File: src/acs_pkg.sv
// Constants, state codes and carriers for the conversion and calibration sequencer
// Contract
// - A conversion finishes within twenty master clock periods of its trigger; the code counts the twenty periods from the trigger's rising edge.
// - Full self-calibration lasts 250026 master clock periods before completion is reported.
// - DAC plus system full-scale calibration lasts 222228 master clock periods.
// - System offset calibration lasts 27798 master clock periods.
// - Busy rises within 2.5 master clock periods of a convert fall or calibrate rise.
// - A software convert command starts a conversion just like the trigger pin.
// - In bidirectional mode the device drives data-in after a clock edge, then releases it.
// - Busy stays high from trigger until the conversion or calibration completes.
package acs_pkg;

  // ==========================================================
  // Sequence lengths in master clock periods
  localparam int unsigned ACS_CNT_W = 18;
  localparam logic [17:0] ACS_CONV_TICKS = 18'h00014;    // 20 periods
  localparam logic [17:0] ACS_CAL_FULL_TICKS = 18'h3D0AA; // 250026 periods
  localparam logic [17:0] ACS_CAL_DAC_TICKS = 18'h36414;  // 222228 periods
  localparam logic [17:0] ACS_CAL_OFS_TICKS = 18'h06C96;  // 27798 periods
  localparam logic [17:0] ACS_CNT_RST = 18'h00000;

  // ==========================================================
  // Serial frame turnaround of the data-in line
  localparam logic [4:0] ACS_TURN_BIT = 5'h08;
  localparam logic [4:0] ACS_FRAME_BITS = 5'h10;
  localparam logic [4:0] ACS_BIT_RST = 5'h00;

  // ==========================================================
  // Calibration type codes
  localparam logic [1:0] ACS_CAL_FULL = 2'h0;
  localparam logic [1:0] ACS_CAL_DAC = 2'h1;
  localparam logic [1:0] ACS_CAL_OFS = 2'h2;

  // ==========================================================
  // Sequencer states and status carrier
  typedef enum logic [3:0] {
    ACS_IDLE = 4'h1,
    ACS_ARMED = 4'h2,
    ACS_CONV = 4'h4,
    ACS_CAL = 4'h8
  } acs_state_t;

  typedef struct packed {
    logic busy;
    logic converting;
    logic calibrating;
  } acs_status_t;

  localparam acs_status_t ACS_STATUS_RST = 3'h0;

endpackage

File: src/acs_pin_sync.sv
// Two-stage pin synchroniser with edge detection
`timescale 1ns/1ps
module acs_pin_sync #(
  parameter logic RST_VAL = 1'b0
) (
  // Clock and reset
  input wire logic mclk,
  input wire logic rst,
  // Asynchronous pin
  input wire logic pin,
  // Synchronised level and edges
  output logic level,
  output logic rise,
  output logic fall
);

  logic meta;
  logic stable;
  logic prev;

  // Chain of three flops; only the second stage reads the first
  always_ff @(posedge mclk) begin
    if (rst) begin
      meta <= RST_VAL;
      stable <= RST_VAL;
      prev <= RST_VAL;
    end else begin
      meta <= pin;
      stable <= meta;
      prev <= stable;
    end
  end

  // Edge pulses from the settled stages
  assign level = stable;
  assign rise = stable & ~prev;
  assign fall = ~stable & prev;

endmodule

File: src/acs_sequencer.sv
// Conversion and calibration sequencer with data-in turnaround control
`timescale 1ns/1ps
module acs_sequencer
  import acs_pkg::*;
#(
  parameter logic [17:0] CAL_FULL_TICKS = ACS_CAL_FULL_TICKS,
  parameter logic [17:0] CAL_DAC_TICKS = ACS_CAL_DAC_TICKS,
  parameter logic [17:0] CAL_OFS_TICKS = ACS_CAL_OFS_TICKS
) (
  // Clock and reset
  input wire logic mclk,
  input wire logic rst,
  // Device pins
  input wire logic master_clock_in,
  input wire logic convert_trigger_n,
  input wire logic cal_trigger,
  input wire logic sclk,
  input wire logic frame_n,
  input wire logic din_i,
  output logic din_o,
  output logic din_oe,
  // Same-clock user side
  input wire logic sw_convert,
  input wire logic [1:0] cal_type,
  input wire logic bidir_mode,
  input wire logic [15:0] readback_word,
  // Status
  output logic busy,
  output acs_status_t status,
  output logic conv_done,
  output logic cal_done
);

  // ==========================================================
  // Pin synchronisers
  logic master_clock_in_tick;
  logic conv_rise;
  logic conv_fall;
  logic cal_rise;
  logic sclk_rise;
  logic frame_level;
  logic frame_fall;

  acs_pin_sync #(.RST_VAL(1'b0)) u_master_clock_in (
    .mclk(mclk),
    .rst(rst),
    .pin(master_clock_in),
    .level(),
    .rise(master_clock_in_tick),
    .fall()
  );

  acs_pin_sync #(.RST_VAL(1'b1)) u_conv (
    .mclk(mclk),
    .rst(rst),
    .pin(convert_trigger_n),
    .level(),
    .rise(conv_rise),
    .fall(conv_fall)
  );

  acs_pin_sync #(.RST_VAL(1'b0)) u_cal (
    .mclk(mclk),
    .rst(rst),
    .pin(cal_trigger),
    .level(),
    .rise(cal_rise),
    .fall()
  );

  acs_pin_sync #(.RST_VAL(1'b0)) u_sclk (
    .mclk(mclk),
    .rst(rst),
    .pin(sclk),
    .level(),
    .rise(sclk_rise),
    .fall()
  );

  acs_pin_sync #(.RST_VAL(1'b1)) u_frame (
    .mclk(mclk),
    .rst(rst),
    .pin(frame_n),
    .level(frame_level),
    .rise(),
    .fall(frame_fall)
  );

  // ==========================================================
  // Sequencer state
  acs_state_t state;
  acs_state_t next_state;
  logic [17:0] count;
  logic [17:0] next_count;
  logic [17:0] target;
  logic [17:0] next_target;
  logic next_conv_done;
  logic next_cal_done;
  acs_status_t next_status;

  // Next state, tick counter and completion pulses
  always_comb begin
    next_state = state;
    next_count = count;
    next_target = target;
    next_conv_done = 1'b0;
    next_cal_done = 1'b0;
    case (state)
      ACS_IDLE: begin
        if (cal_rise) begin
          next_state = ACS_CAL;
          next_count = ACS_CNT_RST;
          case (cal_type)
            ACS_CAL_DAC: next_target = CAL_DAC_TICKS;
            ACS_CAL_OFS: next_target = CAL_OFS_TICKS;
            default: next_target = CAL_FULL_TICKS;
          endcase
        end else if (conv_fall) begin
          next_state = ACS_ARMED;
        end else if (sw_convert) begin
          next_state = ACS_CONV;
          next_count = ACS_CNT_RST;
        end
      end
      ACS_ARMED: begin
        // Hold starts on the rising edge of the trigger
        if (conv_rise) begin
          next_state = ACS_CONV;
          next_count = ACS_CNT_RST;
        end
      end
      ACS_CONV: begin
        if (master_clock_in_tick) begin
          if (count == ACS_CONV_TICKS - 18'h00001) begin
            next_state = ACS_IDLE;
            next_conv_done = 1'b1;
          end else begin
            next_count = count + 18'h00001;
          end
        end
      end
      ACS_CAL: begin
        if (master_clock_in_tick) begin
          if (count == target - 18'h00001) begin
            next_state = ACS_IDLE;
            next_cal_done = 1'b1;
          end else begin
            next_count = count + 18'h00001;
          end
        end
      end
      default: begin
        next_state = ACS_IDLE;
        next_count = ACS_CNT_RST;
      end
    endcase
    // Busy covers every state but idle, from trigger to completion
    next_status.busy = (next_state != ACS_IDLE);
    next_status.converting = (next_state == ACS_CONV) || (next_state == ACS_ARMED);
    next_status.calibrating = (next_state == ACS_CAL);
  end

  // Sequencer registers
  always_ff @(posedge mclk) begin
    if (rst) begin
      state <= ACS_IDLE;
      count <= ACS_CNT_RST;
      target <= ACS_CNT_RST;
      status <= ACS_STATUS_RST;
      conv_done <= 1'b0;
      cal_done <= 1'b0;
    end else begin
      state <= next_state;
      count <= next_count;
      target <= next_target;
      status <= next_status;
      conv_done <= next_conv_done;
      cal_done <= next_cal_done;
    end
  end

  assign busy = status.busy;

  // ==========================================================
  // Data-in turnaround in bidirectional mode
  logic [4:0] bit_cnt;
  logic [4:0] next_bit_cnt;
  logic next_din_o;
  logic next_din_oe;
  logic [3:0] bit_idx;

  // Counts clock edges in a frame; drives the readback half only
  always_comb begin
    next_bit_cnt = bit_cnt;
    next_din_o = din_o;
    next_din_oe = din_oe;
    bit_idx = 4'hF - bit_cnt[3:0];
    if (frame_level) begin
      next_bit_cnt = ACS_BIT_RST;
      next_din_oe = 1'b0;
    end else if (frame_fall) begin
      next_bit_cnt = ACS_BIT_RST;
      next_din_oe = 1'b0;
    end else if (sclk_rise) begin
      if (bit_cnt != ACS_FRAME_BITS) begin
        next_bit_cnt = bit_cnt + 5'h01;
      end
      if (bidir_mode && (bit_cnt >= ACS_TURN_BIT) && (bit_cnt < ACS_FRAME_BITS)) begin
        next_din_oe = 1'b1;
        next_din_o = readback_word[bit_idx];
      end else begin
        next_din_oe = 1'b0;
      end
    end
  end

  // Turnaround registers
  always_ff @(posedge mclk) begin
    if (rst) begin
      bit_cnt <= ACS_BIT_RST;
      din_o <= 1'b0;
      din_oe <= 1'b0;
    end else begin
      bit_cnt <= next_bit_cnt;
      din_o <= next_din_o;
      din_oe <= next_din_oe;
    end
  end

endmodule

File: config.mk
export PLATFORM = sky130hd
export DESIGN_NAME = acs_sequencer
export DESIGN_NICKNAME = d
export VERILOG_FILES = /design/src/acs_pkg.sv /design/src/acs_pin_sync.sv /design/src/acs_sequencer.sv
export SDC_FILE = /design/constraint.sdc
export NUM_CORES = 1
export LEC_CHECK = 0
export BUFFER_PORTS_ARGS = -buffer_cell sky130_fd_sc_hd__clkbuf_2
export CORE_UTILIZATION = 55
export CTS_CLUSTER_SIZE = 8
export DETAILED_ROUTE_END_ITERATION = 7
export GPL_TIMING_DRIVEN = 0
export PLACE_DENSITY = 0.76
export SLEW_MARGIN = 20
export SYNTH_ARGS = -nofsm -noshare
export SYNTH_HDL_FRONTEND = slang
export SYNTH_SLANG_ARGS = --single-unit
File: constraint.sdc
create_clock -name mclk -period 3.85 [get_ports mclk]
set_clock_uncertainty 0.15 [all_clocks]
set_input_delay 0.9625 -clock mclk [delete_from_list [all_inputs] [get_ports mclk]]
set_output_delay 0.9625 -clock mclk [all_outputs]
set_load 0.02 [all_outputs]
==> qor.txt <==
status: finished clean
CTS H-tree depth: 2
asr flop ratio synth: 0%
Post-synth EDFFs: 0
Final setup viols: 0
initial antenna violation count: 0
Sum Neg Setup Slack: 0 ns
Total Routing Usage GR: 24.71%
Hold Crit Class: reg -> reg
Hold Violations, Final: 0
I/O Pins: 36
postcts setup bufs: 0
Synth top area share: 37.29%
pwr dens: 360.7 mW/mm²
DP Wirelength: 4.823 mm
FF-to-FF setup slack: 0.31 ns
Worst Hold Endpoint: u_frame.level$_SDFF_PP1_
Skew-Pair Late Insertion Delay: 0.32 ns
top cells by area, synth: dfxtp_1 (37%), nand2_1 (3.8%), nor2_1 (3.8%)
# fillers: 467
routed wire length per instance: 14.28 µm
Fmax achieved: 282.3 MHz
CTS Root Cell: clkbuf_8
yosys warns: 0
Core ar.: 0.005140 mm²
final instance area: 0.003261 mm²
Overflow after GRT: 0
Initial Util: 57.45%
Hold Crit Depth: 1
R2R Path End: count[9]$_SDFFE_PP0P_
Critical Path Fanout Max: 10
netlist area before placement: 0.002953 mm²
first-pass GRT wire length: 10.56 mm
vias: 2593
CTS Buf Count: 5
unrepaired setup endpoints after global routing: false
worst reg-to-reg path cell count: 13
Critical Path RT: 3.95 ns
Die W: 75.27 µm
largest net degree at the start of global routing: 20
minimum clock period: 3.542 ns
Design Power: 1.176 mW
Leakage Power: 1.236 nW
die height: 75.27 µm
max-slew violation count: 0
Worst-path clk slew: 0.11 ns
worst-margin pin slew: 0.8948 ns
drt via density: 5.762
I/O Buffers: 25
worst reg2reg startpoint: target[13]$_SDFFE_PP0P_
Area Growth Syn to Fin: 10.42%
post-synthesis cell type count: 54
TritonCTS clock tree: yes
drt pass-1 iters: 4
Die Area: 0.005666 mm²
final worst path period share: 92.01%
Synth Area per Inst: 8.510 µm²
CTS sink count: 55
Post-DP Area: 0.003166 mm²
CP startpoint kind: flop
HP Start: u_frame.meta$_SDFF_PP1_
Crit Path Class: reg -> reg
vias in the first global route: 2308
Seq cells post-synth: 55
cell taking the most area after synthesis: dfxtp_1
initial DRC count: 258
Max-Cap Viols: 0
worst rel slew slack: 39.80%
top_reg_cell synth: dfxtp_1
Cells after Synth: 347
Antenna Nets Post-Route: 0
Worst EP arrival: 3.65 ns
commonest non-fill, non-tap cell in the layout: dfxtp_1
most frequent cells in the layout: dfxtp_1 (55), nand2_1 (30), nor2_1 (30)
sequential cell area: 0.001101 mm²
layout cell share with drive strength beyond 1: 15.79%
area occupied by multi-input gates: 0.001692 mm²
Max clock buf depth: 2
syn nets: 382
sequential-to-total area share from yosys stat: 37.29%
Placer Congestion: 0.8751
Peak VDD IR: 0.3278 mV
Resize count post-CTS: 0
post-layout util: 63.44%
nets@finish: 414
diode count: 0
Setup crit end kind: flop
drt total wl: 6.424 mm
DRC violations left: 0
cell row count: 26
CTS Hold Bufs: 0
[cell families (layout without fill, tap and decap cells)]
kind of cell / count (synthesis) / count (layout) / share of synthesized area (%)
adder cells (fa/ha/maj): 7 / 7 / 2.966
XOR/XNOR: 15 / 15 / 4.449
AO/OA/AOI/OAI: 69 / 69 / 15.17
flip-flops: 55 / 55 / 37.29
buffers and inverters: 33 / 66 / 5.424
multiplexers: 6 / 6 / 2.881
AND/OR/NAND/NOR: 162 / 162 / 31.82
[through the flow]
| step | setup WS (ns) | cells | hold slack [ns] |
|---|---|---|---|
| floorplan | 0.9326 | 347 | 0.2395 |
| global placement | 0.4630 | 442 | 0.2424 |
| detailed placement | 0.3814 | 442 | 0.2439 |
| CTS | 0.3657 | 450 | 0.2725 |
| global route | 0.09742 | 450 | 0.2888 |
| finish | 0.3078 | 450 | 0.2703 |
[routing by layer]
layer	routed length, µm	part of all wire, %	GRT usage, %
met4	79	1.2	8.230
met1	2988	47	32.03
met5	0	0	0
met2	3118	49	41.54
met3	237	3.7	4.685
[synthesized netlist by cell type, types with 2 or more instances]
cell type,n
dfxtp_1,55
nand2_1,30
nor2_1,30
a21oi_1,21
or4_1,15
clkbuf_1,14
nor2b_1,13
xor2_1,10
inv_1,9
nand4_1,9
nor4_1,8
or2_2,8
or3_1,8
ha_1,7
nand2b_1,7
nand3_1,7
o21ai_0,7
o31ai_1,7
o211ai_1,6
o21ai_1,6
a211oi_1,5
a31oi_1,5
and3_1,5
buf_4,5
nor3_1,5
xnor2_1,5
mux2i_1,4
a21o_1,3
and2_1,3
nor4b_1,3
buf_2,2
buf_6,2
mux4_2,2
[sequential cells by signal, indices dropped and copies added, names as in the netlist, 2 cells and up]
name / cells
bit_cnt: 5
count: 18
state: 4
status: 2
target: 6
[power breakdown]
part / switching, mW / internal, mW
clock: 0.202 / 0.134
sequential: 0.0101 / 0.588
combinational: 0.143 / 0.0982
[cell type report]
cell class / count / share of cell area, %
Buffer: 23 / 3.761
Clock buffer: 5 / 2.111
Clock inverter: 3 / 0.8058
Inverter: 10 / 1.151
Multi-Input combinational cell: 259 / 51.88
Sequential cell: 55 / 33.77
Tap cell: 70 / 2.686
Timing Repair Buffer: 25 / 3.837
[worst max-delay path: stages (launching register included)]
cell	delay (ns)
dfxtp_1	0.36
clkbuf_1	0.36
inv_1	0.13
ha_1	0.20
clkbuf_1	0.19
nor4b_1	0.20
or3_1	0.32
a22oi_1	0.30
nand4_1	0.19
nor4_4	0.44
buf_4	0.25
buf_6	0.15
o21ai_0	0.11
a21oi_2	0.14
[worst max path at each step]
stage | from | end | slack, ns | depth (start not counted)
after floorplan | target[13]$_SDFFE_PP0P_ | count[1]$_SDFFE_PP0P_ | 0.93 | 12
after detailed placement | target[13]$_SDFFE_PP0P_ | count[9]$_SDFFE_PP0P_ | 0.38 | 13
final | target[13]$_SDFFE_PP0P_ | count[9]$_SDFFE_PP0P_ | 0.31 | 13
after global placement | target[13]$_SDFFE_PP0P_ | count[9]$_SDFFE_PP0P_ | 0.46 | 13
after CTS | target[13]$_SDFFE_PP0P_ | count[9]$_SDFFE_PP0P_ | 0.37 | 13
after global routing | target[13]$_SDFFE_PP0P_ | count[9]$_SDFFE_PP0P_ | 0.1 | 13
(Power assumes the default switching activity.)
